`config.mk`:
```
export PLATFORM = sky130hd
export DESIGN_NAME = hid_desc_exec
export DESIGN_NICKNAME = d
export VERILOG_FILES = /design/src/include/hid_pkg.sv /design/src/hw/hid_desc_exec.sv /design/src/hw/hid_sync.sv
export SDC_FILE = /design/constraint.sdc
export NUM_CORES = 1
export LEC_CHECK = 0
export BUFFER_PORTS_ARGS = -buffer_cell sky130_fd_sc_hd__buf_2
export CORE_MARGIN = 2
export CORE_UTILIZATION = 54
export CTS_CLUSTER_SIZE = 40
export DETAILED_ROUTE_END_ITERATION = 7
export MAX_ROUTING_LAYER = met4
export PLACE_DENSITY_LB_ADDON = 0.1
export SKIP_CTS_REPAIR_TIMING = 1
export SYNTH_ARGS = -nofsm -noshare
export SYNTH_HDL_FRONTEND = slang
export SYNTH_SLANG_ARGS = --single-unit
export TNS_END_PERCENT = 50
```
`constraint.sdc`:
```
create_clock -name pclk -period 8.1 [get_ports pclk]
set_clock_uncertainty 0.05 [all_clocks]
set_input_delay 0.405 -clock pclk [delete_from_list [all_inputs] [get_ports pclk]]
set_output_delay 0.405 -clock pclk [all_outputs]
set_load 0.005 [all_outputs]
```
`src/include/hid_pkg.sv`:
```
package hid_pkg;

  // ---------------------------------------------------------------
  // Bus and field widths
  // ---------------------------------------------------------------
  localparam int ADDR_W = 12;
  localparam int FA_W   = 7;
  localparam int EP_W   = 4;
  localparam int MULT_W = 2;
  localparam int MPS_W  = 11;
  localparam int TBC_W  = 15;

  // ---------------------------------------------------------------
  // Register offsets (byte addresses)
  // ---------------------------------------------------------------
  localparam logic [ADDR_W-1:0] OFF_DESC_LO = 12'h000;
  localparam logic [ADDR_W-1:0] OFF_DESC_HI = 12'h004;
  localparam logic [ADDR_W-1:0] OFF_STATUS  = 12'h008;

  // ---------------------------------------------------------------
  // Descriptor bit map (64-bit view, high word at 63:32)
  // ---------------------------------------------------------------
  localparam int FA_MSB    = 41;
  localparam int FA_LSB    = 35;
  localparam int EPH_MSB   = 34;
  localparam int EPH_LSB   = 32;
  localparam int EPL_BIT   = 31;
  localparam int MULT_MSB  = 30;
  localparam int MULT_LSB  = 29;
  localparam int MPS_MSB   = 28;
  localparam int MPS_LSB   = 18;
  localparam int TBC_MSB   = 17;
  localparam int TBC_LSB   = 3;
  localparam int VALID_BIT = 0;
  localparam int HI_BASE   = 32;

  // ---------------------------------------------------------------
  // Status word layout
  // ---------------------------------------------------------------
  localparam int STAT_MOVED_MSB = 14;
  localparam int STAT_BUSY      = 15;
  localparam int STAT_FATAL     = 16;
  localparam int STAT_DONE      = 17;

  // ---------------------------------------------------------------
  // Reset values and fixed codes
  // ---------------------------------------------------------------
  localparam logic [63:0]       DESC_RST  = 64'h0;
  localparam logic [MULT_W-1:0] MULT_NONE = 2'h0;
  localparam logic [MULT_W-1:0] MULT_ONE  = 2'h1;
  localparam int                SYNC_N    = 3;

  typedef enum logic [1:0] {
    ST_IDLE = 2'b01,
    ST_XFER = 2'b10
  } hid_state_t;

endpackage : hid_pkg

```
`src/hw/hid_desc_exec.sv`:
```
module hid_desc_exec
  import hid_pkg::*;
(
  // Clock and reset
  input  wire logic              pclk,
  input  wire logic              presetn,
  // APB slave
  input  wire logic [ADDR_W-1:0] paddr,
  input  wire logic              psel,
  input  wire logic              penable,
  input  wire logic              pwrite,
  input  wire logic [31:0]       pwdata,
  output logic      [31:0]       prdata,
  output logic                   pready,
  output logic                   pslverr,
  // Microframe start pin
  input  wire logic              uframe_start,
  // Packet engine
  output logic                   pkt_req,
  output logic      [FA_W-1:0]   function_addr,
  output logic      [EP_W-1:0]   endpoint_num,
  output logic      [MPS_W-1:0]  pkt_len,
  input  wire logic              pkt_done,
  input  wire logic [MPS_W-1:0]  pkt_bytes,
  input  wire logic              pkt_fatal
);

  // ---------------------------------------------------------------
  // State
  // ---------------------------------------------------------------
  typedef struct packed {
    hid_state_t        state;
    logic [63:0]       desc;
    logic [TBC_W-1:0]  moved;
    logic [MULT_W-1:0] cnt;
    logic [MULT_W-1:0] exe_mult;
    logic [MPS_W-1:0]  exe_mps;
    logic              fatal;
    logic              done;
    logic [31:0]       prdata;
    logic              pready;
    logic              pslverr;
    logic              pkt_req;
    logic [FA_W-1:0]   function_addr;
    logic [EP_W-1:0]   endpoint_num;
    logic [MPS_W-1:0]  pkt_len;
  } hid_exec_st_t;

  hid_exec_st_t r;
  hid_exec_st_t next_r;
  logic         tick;
  logic         access;
  logic         wr_lo;
  logic         wr_hi;
  logic         wr_stat;

  hid_sync u_sync (
    .pclk    (pclk),
    .presetn (presetn),
    .pin     (uframe_start),
    .rise    (tick)
  );

  assign access  = psel & penable & r.pready;
  assign wr_lo   = access & pwrite & (paddr == OFF_DESC_LO);
  assign wr_hi   = access & pwrite & (paddr == OFF_DESC_HI);
  assign wr_stat = access & pwrite & (paddr == OFF_STATUS);

  // ---------------------------------------------------------------
  // Next state
  // ---------------------------------------------------------------
  always_comb begin
    logic [TBC_W-1:0]  total;
    logic [TBC_W-1:0]  rem;
    logic [TBC_W:0]    sum;
    logic [MPS_W-1:0]  mps;
    logic [MULT_W-1:0] mult;
    logic [31:0]       stat;
    logic              short_pkt;
    logic              issue;
    next_r    = r;
    total     = r.desc[TBC_MSB:TBC_LSB];
    mps       = r.desc[MPS_MSB:MPS_LSB];
    mult      = r.desc[MULT_MSB:MULT_LSB];
    rem       = '0;
    sum       = '0;
    stat      = '0;
    short_pkt = 1'b0;
    issue     = 1'b0;

    // Zero-wait APB: read data sampled in setup, answered in access
    stat[STAT_MOVED_MSB:0] = r.moved;
    stat[STAT_BUSY]        = (r.state == ST_XFER);
    stat[STAT_FATAL]       = r.fatal;
    stat[STAT_DONE]        = r.done;
    next_r.pready  = psel & ~penable;
    next_r.pslverr = 1'b0;
    if (psel & ~penable) begin
      case (paddr)
        OFF_DESC_LO: next_r.prdata = r.desc[HI_BASE-1:0];
        OFF_DESC_HI: next_r.prdata = r.desc[63:HI_BASE];
        OFF_STATUS:  next_r.prdata = stat;
        default: begin
          next_r.prdata  = '0;
          next_r.pslverr = 1'b1;
        end
      endcase
    end

    // Flags cleared first so a same-cycle event still sets them
    if (wr_stat) begin
      if (pwdata[STAT_FATAL]) next_r.fatal = 1'b0;
      if (pwdata[STAT_DONE])  next_r.done  = 1'b0;
    end

    case (r.state)
      ST_IDLE: begin
        // Nothing is issued for an invalid descriptor
        if (tick && r.desc[VALID_BIT]) begin
          if (total == r.moved) begin
            next_r.desc[VALID_BIT] = 1'b0;
            next_r.done            = 1'b1;
          end else begin
            // Zero multiplier is undefined; run it as one packet
            next_r.exe_mult = (mult == MULT_NONE) ? MULT_ONE : mult;
            next_r.exe_mps  = mps;
            next_r.cnt      = '0;
            next_r.state    = ST_XFER;
            issue           = 1'b1;
          end
        end
      end
      ST_XFER: begin
        if (pkt_done) begin
          // One spare bit so a large total cannot wrap before saturating
          sum = {1'b0, r.moved} + (TBC_W+1)'(pkt_bytes);
          next_r.moved = (sum > {1'b0, total}) ?
                         total : sum[TBC_W-1:0];
          next_r.cnt   = r.cnt + MULT_ONE;
          short_pkt    = (pkt_bytes < r.pkt_len);
          next_r.pkt_req = 1'b0;
          if (pkt_fatal) begin
            next_r.desc[VALID_BIT] = 1'b0;
            next_r.fatal = 1'b1;
            next_r.state = ST_IDLE;
          end else if (next_r.moved == total || short_pkt) begin
            next_r.desc[VALID_BIT] = 1'b0;
            next_r.done  = 1'b1;
            next_r.state = ST_IDLE;
          end else if (next_r.cnt == r.exe_mult ||
                       !r.desc[VALID_BIT]) begin
            next_r.state = ST_IDLE;
          end else begin
            issue = 1'b1;
          end
        end
      end
      default: begin
        next_r.state   = ST_IDLE;
        next_r.pkt_req = 1'b0;
      end
    endcase

    if (issue) begin
      rem = total - next_r.moved;
      next_r.pkt_req       = 1'b1;
      next_r.function_addr = r.desc[FA_MSB:FA_LSB];
      next_r.endpoint_num  = {r.desc[EPH_MSB:EPH_LSB],
                              r.desc[EPL_BIT]};
      next_r.pkt_len = (rem < TBC_W'(next_r.exe_mps)) ?
                       rem[MPS_W-1:0] : next_r.exe_mps;
    end

    // Software write last: its set of the valid bit beats a clear
    if (wr_lo) begin
      next_r.desc[HI_BASE-1:0] = pwdata;
      next_r.moved = '0;
    end
    if (wr_hi) begin
      next_r.desc[63:HI_BASE] = pwdata;
    end
  end

  always_ff @(posedge pclk or negedge presetn) begin
    if (!presetn) begin
      r          <= '0;
      r.state    <= ST_IDLE;
      r.desc     <= DESC_RST;
      r.exe_mult <= MULT_ONE;
    end else begin
      r <= next_r;
    end
  end

  assign prdata        = r.prdata;
  assign pready        = r.pready;
  assign pslverr       = r.pslverr;
  assign pkt_req       = r.pkt_req;
  assign function_addr = r.function_addr;
  assign endpoint_num  = r.endpoint_num;
  assign pkt_len       = r.pkt_len;
endmodule : hid_desc_exec

```
`src/hw/hid_sync.sv`:
```
module hid_sync
  import hid_pkg::*;
(
  // Clock and reset
  input  wire logic pclk,
  input  wire logic presetn,
  // Pin and result
  input  wire logic pin,
  output logic      rise
);

  typedef struct packed {
    logic [SYNC_N-1:0] sh;
    logic              lvl;
    logic              rise;
  } hid_sync_st_t;

  hid_sync_st_t r;
  hid_sync_st_t next_r;

  // Stage 0 feeds only stage 1; the level moves once stages 1 and 2 agree
  always_comb begin
    next_r      = r;
    next_r.sh   = {r.sh[SYNC_N-2:0], pin};
    next_r.rise = 1'b0;
    if (r.sh[1] == r.sh[2]) begin
      next_r.lvl  = r.sh[2];
      next_r.rise = r.sh[2] & ~r.lvl;
    end
  end

  always_ff @(posedge pclk or negedge presetn) begin
    if (!presetn) begin
      r <= '0;
    end else begin
      r <= next_r;
    end
  end

  assign rise = r.rise;

endmodule : hid_sync

```
### Word-level counts from Yosys, hierarchy flattened

Cells that the tools add are included.

| word-level totals | value |
|---|---|
| input bits | 63 |
| ROM bits | 0 |
| output and inout bits | 57 |
| bits in writable memories | 0 |
| memories kept | 0 |
| bits in latches | 0 |
| logic and storage cells | 116 |
| flip-flop bits (word level) | 160 |

| operators by class | value |
|---|---|
| bitwise gates (word level) | 11 |
| equal/unequal tests | 18 |
| order comparisons | 3 |
| add/subtract/negate cells | 3 |
| mux-type cells | 47 |
| $mul | 0 |
| div/mod/pow operators | 0 |
| shifts and indexed selects | 0 |
| reduce and logical (&&, ||, !) cells | 14 |

Operators by type and width:

| operator | number |
|---|---|
| case mux 32 bit (3 select lines) | 1 |
| two-way mux 15 bit | 4 |
| equality test 15 bit | 2 |
| two-way mux 23 bit | 1 |
| two-way mux 1 bit | 22 |
| two-way mux 11 bit | 2 |
| two-way mux 18 bit | 1 |
| two-way mux 2 bit | 9 |
| adder 15 x 11 -> 16 bit | 1 |
| greater-than comparator 16 x 15 -> 1 bit | 1 |
| two-way mux 16 bit | 1 |
| less-than comparator 15 x 11 -> 1 bit | 1 |
| subtractor 15 bit | 1 |
| equality test 12 x 3 -> 1 bit (second input constant) | 1 |
| equality test 12 x 4 -> 1 bit (second input constant) | 1 |
| logical NOT 12 bit | 1 |
| less-than comparator 11 bit | 1 |
| inequality test 3 bit (second input constant) | 3 |
| AND 1 bit | 8 |
| inequality test 2 bit (second input constant) | 4 |
| case mux 1 bit (2 select lines) | 4 |
| case mux 2 bit (2 select lines) | 2 |
| AND reduction 4 bit | 2 |
| AND reduction 5 bit | 1 |
| other kinds (18) | 21 |

### Longest topological paths before layout

| logic depth | value |
|---|---|
| depth in word-level cells | 13 |
| depth in mapped cells | 37 |
| depth with buffers taken out | 35 |

### Modules after synthesis

A second synthesis with hierarchy kept.

| second synthesis, totals | value |
|---|---|
| cell total of the unflattened synthesis | 1,070 |
| area, all modules | 10,153.5 µm² |

Modules (own cells, without submodules):

| module | cells an instance | area an instance (µm²) | sequential area each (µm²) | times used |
|---|---|---|---|---|
| hid_desc_exec | 1,063 | 10,007.1 | 3,881.2 | 1 |
| hid_sync | 7 | 146.4 | 125.1 | 1 |

### Least setup slack after synthesis

OpenSTA, ideal clock, no wires.

| path | value |
|---|---|
| path type | input to register |
| from | in pkt_bytes[0] |
| to | reg r, in the netlist pkt_len[10] |
| data arrival time | 6.840 ns |
| stages on the path | 33 |
| setup time | 0.125 ns |
| path slack | 1.085 ns |
| cells stage by stage | ha_1 -> fa_1 -> a21o_1 -> a311oi_2 -> o211a_1 -> o31ai_1 -> ha_1 -> and3_1 -> nand4_1 -> a21o_1 -> nand3_1 -> o2bb2ai_4 -> clkbuf_1 -> nor2_1 -> a211oi_1 -> a21oi_1 -> ha_1 -> o21ai_0 -> a21boi_0 -> nor4_1 -> o31a_1 -> o21ai_0 -> xor2_1 -> ha_1 -> nor2b_1 -> o21ai_0 -> o211ai_1 -> a211oi_1 -> o21ai_0 -> nor4_2 -> buf_2 -> mux2i_1 -> mux2i_1 |

| on the way | value |
|---|---|
| word-level cells in the longest chain between the ends | 9 |
| elaborated cells between the ends (all ways) | 15 |

Ends and longest elaborated chain:

| what | line | text |
|---|---|---|
| start: declaration | hid_desc_exec.sv:24 | `input wire logic [MPS_W-1:0] pkt_bytes,` |
| branches (longest 9 deep; another with adder 15 x 11 -> 16 bit) | n/a |  |
| end signal: assignment | hid_desc_exec.sv:191 | `r <= next_r;` |
| end: declaration | hid_desc_exec.sv:49 | `hid_exec_st_t r;` |

Several ways; the timed one is not identified. The select of a mux whose other input is x is not followed.
A chain may end at the register's enable or synchronous reset.

### Worst setup path after layout

| path | value |
|---|---|
| from | reg r[74] (netlist bit) |
| to | reg r, in the netlist pkt_len[9] |

| on the way | value |
|---|---|
| word-level cells in the longest chain between the ends | 9 |
| elaborated cells between the ends (all ways) | 20 |

Ends and longest elaborated chain:

| what |
|---|
| branches (longest 9 deep; another with adder 15 x 11 -> 16 bit) |

Several ways; the timed one is not identified. The select of a mux whose other input is x is not followed.

==> impl_results.html <==
<table>
<tr><th>Metric</th><th>Value</th></tr>
<tr><th colspan="2">Timing</th></tr>
<tr><td>Worst hold margin</td><td>-0.05298 ns</td></tr>
<tr><td>Final setup violation count</td><td>0</td></tr>
<tr><td>Setup_tns</td><td>0 ns</td></tr>
<tr><td>Final Slew Violations</td><td>0</td></tr>
<tr><td>Worst slew margin relative to its limit</td><td>35.14%</td></tr>
<tr><td>Worst Tran Pin Value</td><td>0.9728 ns</td></tr>
<tr><td>Period utilization</td><td>between 90% and 100%</td></tr>
<tr><td>Maximum achievable frequency</td><td>about 130 MHz</td></tr>
<tr><td>Number of hold-slack violations in the final timing report</td><td>24</td></tr>
<tr><td>Period minus WS final</td><td>7.602 ns</td></tr>
<tr><th colspan="2">Setup path</th></tr>
<tr><td>Sort of element at the start of the critical path</td><td>flop</td></tr>
<tr><td>Buf/Inv on CP</td><td>1</td></tr>
<tr><td>Delay contributed by the slowest stage of the critical path</td><td>0.44 ns</td></tr>
<tr><td>Launch point of the worst reg-to-reg path</td><td>r[74]</td></tr>
<tr><td>Required time of the critical path</td><td>8.33 ns</td></tr>
<tr><td>Category of the critical setup timing path</td><td>flop to flop</td></tr>
<tr><td>Signal arrival time at the worst endpoint</td><td>7.83 ns</td></tr>
<tr><td>Cell family with the largest share of critical-path delay</td><td>compound AO/OA/AOI/OAI gates</td></tr>
<tr><td>Crit. Startpoint</td><td>r[74]</td></tr>
<tr><td>Sort of element at the end of the critical path</td><td>flop</td></tr>
<tr><td>Critical path peak fanout</td><td>11</td></tr>
<tr><td>Cell with the largest stage delay on the worst path</td><td>sky130_fd_sc_hd__dfrtp_1</td></tr>
<tr><th colspan="2">Yosys</th></tr>
<tr><td>Number of enable-type register cells in the synthesized netlist</td><td>0</td></tr>
<tr><td>Synth warnings</td><td>0</td></tr>
<tr><td>Largest area contributor in the netlist</td><td>sky130_fd_sc_hd__dfrtp_1</td></tr>
<tr><td>Number of distinct library cells after synthesis</td><td>slightly above 80</td></tr>
<tr><td>Most area-consuming cells after synthesis</td><td>sky130_fd_sc_hd__dfrtp_1, sky130_fd_sc_hd__ha_1, sky130_fd_sc_hd__mux2_2</td></tr>
<tr><td>Portion of synthesized cell area occupied by the leading cell type</td><td>38.38%</td></tr>
<tr><td>Seq/Total Area, Yosys</td><td>38.89%</td></tr>
<tr><td>Post-Synthesis Mean Instance Area</td><td>9.906 um^2</td></tr>
<tr><td>Number of synthesized register bits</td><td>160</td></tr>
<tr><td>Post-Syn Instances</td><td>between 1000 and 1500</td></tr>
<tr><td>Combined area of all synthesized cells</td><td>10300 um^2</td></tr>
<tr><td>Async set or reset register ratio after synthesis</td><td>100.0%</td></tr>
<tr><td>Leading register cell type out of synthesis</td><td>sky130_fd_sc_hd__dfrtp_1</td></tr>
<tr><td>Net count after synthesis</td><td>1167</td></tr>
<tr><th colspan="2">Global routing</th></tr>
<tr><td>Residual overflow from global routing</td><td>0</td></tr>
<tr><td>Total global-route track usage</td><td>28.32%</td></tr>
<tr><td>Initial antenna violation count</td><td>0</td></tr>
<tr><td>Wire length of the first global-routing pass</td><td>42480 um</td></tr>
<tr><td>Via count of the first global-routing pass</td><td>7519</td></tr>
<tr><td>Maximum number of pins on one net before global-route repair</td><td>84</td></tr>
<tr><th colspan="2">Clocking</th></tr>
<tr><td>Clock buffers created by TritonCTS</td><td>17</td></tr>
<tr><td>Buffer levels on the longest clock path</td><td>2</td></tr>
<tr><td>Deepest level of the CTS H-tree</td><td>4</td></tr>
<tr><td>Clock latency at the later pin of the worst-skew pair</td><td>0.43 ns</td></tr>
<tr><td>CTS root buf</td><td>sky130_fd_sc_hd__clkbuf_16</td></tr>
<tr><td>CTS tree</td><td>yes</td></tr>
<tr><td>Clk sinks</td><td>160</td></tr>
<tr><td>Clock-pin slew reported for the worst setup and hold paths after clock tree synthesis</td><td>0.07 ns</td></tr>
<tr><th colspan="2">Floorplan</th></tr>
<tr><td>Die area</td><td>~20000 um^2</td></tr>
<tr><td>Die width</td><td>142.1 um</td></tr>
<tr><td>Row count</td><td>50</td></tr>
<tr><td>Area of the core</td><td>18710 um^2</td></tr>
<tr><td>Top Ports</td><td>120</td></tr>
<tr><td>Chip Height</td><td>between 100 and 150 um</td></tr>
<tr><td>Effective utilization at floorplan</td><td>55.08%</td></tr>
<tr><th colspan="2">Power and ir drop</th></tr>
<tr><td>Net Switching</td><td>1.152 mW</td></tr>
<tr><td>Leakage Power</td><td>5.645 nW</td></tr>
<tr><td>Clk network pwr share</td><td>about 29%</td></tr>
<tr><td>Power density cells</td><td>262.7 nW/um^2</td></tr>
<tr><td>Pint</td><td>1.832 mW</td></tr>
<tr><td>Power share of the sequential group</td><td>between 30% and 40%</td></tr>
<tr><td>Combinational share of power</td><td>between 40 and 50%</td></tr>
<tr><td>Worst voltage drop across the vdd grid</td><td>0.1865 mV</td></tr>
<tr><td>Switch share</td><td>38.61%</td></tr>
<tr><th colspan="2">Flow run</th></tr>
<tr><td>Number of violations of the max-capacitance limit</td><td>0</td></tr>
<tr><th colspan="2">Final layout</th></tr>
<tr><td>Share of post-route cells with drive strength above 1</td><td>24.64%</td></tr>
<tr><td>Final net count</td><td>1214</td></tr>
<tr><td>P&amp;R area growth vs syn</td><td>10.27%</td></tr>
<tr><td>Final non-filler cell area</td><td>around 11000 um^2</td></tr>
<tr><td>Count of inserted antenna diode cells</td><td>0</td></tr>
<tr><th colspan="2">Routing</th></tr>
<tr><td>Vias per Instance</td><td>5.887</td></tr>
<tr><td>Antenna-violating nets left</td><td>0</td></tr>
<tr><td>Via count</td><td>7853</td></tr>
<tr><td>DRC</td><td>0</td></tr>
<tr><td>Number of violations reported at the end of detailed-routing iteration 0</td><td>484</td></tr>
<tr><td>Number of detailed-routing iterations run before antenna repair</td><td>5</td></tr>
<tr><td>Post-detailed-route wirelength per cell</td><td>20.28 um</td></tr>
<tr><td>Detailed Route WL</td><td>27050 um</td></tr>
<tr><th colspan="2">Status</th></tr>
<tr><td>Result of the run</td><td>complete, but fails checks</td></tr>
<tr><td>Violated checks</td><td>negative hold slack</td></tr>
<tr><th colspan="2">Placed design</th></tr>
<tr><td>Instance area at placement</td><td>~11000 um^2</td></tr>
<tr><td>Post-detail-place hpwl</td><td>20540 um</td></tr>
<tr><td>RePlAce Congestion</td><td>0.9601</td></tr>
<tr><td>Count of buffers from port buffering</td><td>about 120</td></tr>
<tr><th colspan="2">Worst hold path</th></tr>
<tr><td>Hold WC Path Type</td><td>primary input to asynchronous set/reset pin</td></tr>
</table>
## final timing paths
check | cells past startpoint | to | slack (ns)
min reg2reg | 0 | u_sync.next_r[4] | 0.31
max in group asynchronous | 2 | r[79] | 6.59
min in group pclk | 1 | u_sync.next_r[3] | 0.03
max reg2reg | 32 | pkt_len[9] | 0.50
max | 32 | pkt_len[9] | 0.50
min | 1 | prdata[20] | -0.05
## final cells by class
cell class,count,area (um^2)
clock buffers,18,439.2
clock inverters,14,193.9
fillers,1640,7345
inverters,54,202.7
multi-input cells,716,5480
flip-flops and latches,160,4008
well taps,234,292.8
repair buffers,138,744.5
## power groups by stage
stage,sequential (mW),combinational (mW),clock (mW)
after floorplan,0.885,0.879,0
after global placement,0.916,1.17,0
after detailed placement,0.916,1.17,0
after CTS,0.900,1.18,0.874
after global routing,0.907,1.35,0.907
final,0.903,1.22,0.864
## cell usage in the layout, fill, tap and decap left out, types with 32 or more instances in the layout
cell type and instances:
sky130_fd_sc_hd__buf_2 118, sky130_fd_sc_hd__inv_1 54, sky130_fd_sc_hd__o21ai_0 75, sky130_fd_sc_hd__a21oi_1 55
sky130_fd_sc_hd__mux2_2 54, sky130_fd_sc_hd__xnor2_1 32, sky130_fd_sc_hd__nand2_1 82, sky130_fd_sc_hd__mux2i_1 57
sky130_fd_sc_hd__nor2_1 69, sky130_fd_sc_hd__ha_1 61, sky130_fd_sc_hd__dfrtp_1 157
## registers in the layout, summed over array words and instances (netlist names), 2 cells and up
register,count
endpoint_num,4
function_addr,7
pkt_len,11
prdata,32
r,98
u_sync.next_r,2
u_sync.r,2
## logic make-up after synthesis
kind of cell	after synthesis	synth area share [%]
and+or+nand+nor	235	10.94
adders and majority gates	65	8.016
xor gates and xnor gates	46	4.178
DFF	160	38.89
AOI/OAI and AO/OA	249	16.65
muxes	120	12.75
buffers and inverters	165	8.574
## Yosys cell counts (all sizes together) (5+ instances only)
master and count:
a211oi 9, a21boi 6, a21o 14, a21oi 58
a22oi 17, and3 6, buf 76, clkbuf 35
dfrtp 158, ha 62, inv 54, mux2 63
mux2i 57, nand2 82, nand2b 6, nand3 15
nand4 12, nor2 69, nor2b 9, nor3 8
nor4 10, o211ai 5, o21a 8, o21ai 77
o31ai 11, or2 5, xnor2 32, xor2 12
## stage by stage
| stage | setup slack (ns) | utilization (%) | power, mW | std cells |
|---|---|---|---|---|
| floorplan | 1.085 | - | 1.764 | 1040 |
| finish | 0.4978 | 60.74 | 2.984 | 1334 |
| detailed placement | 0.3975 | 57.03 | 2.088 | 1301 |
| global route | -0.004728 | 60.74 | 3.166 | 1334 |
| CTS | 0.3880 | 60.41 | 2.955 | 1333 |
| global placement | 0.6062 | 57.03 | 2.091 | 1301 |
## metal layers
metal | share of wire [%] | global-route usage [%] | vias up
li1 | - | - | 3739
met1 | 48 | 40.87 | 3836
met2 | 45 | 41.90 | 249
met3 | 5.7 | 4.576 | 29
met4 | 1.5 | 7.000 | 0
met5 | 0 | - | -
Power figures use the tool's default switching activity.
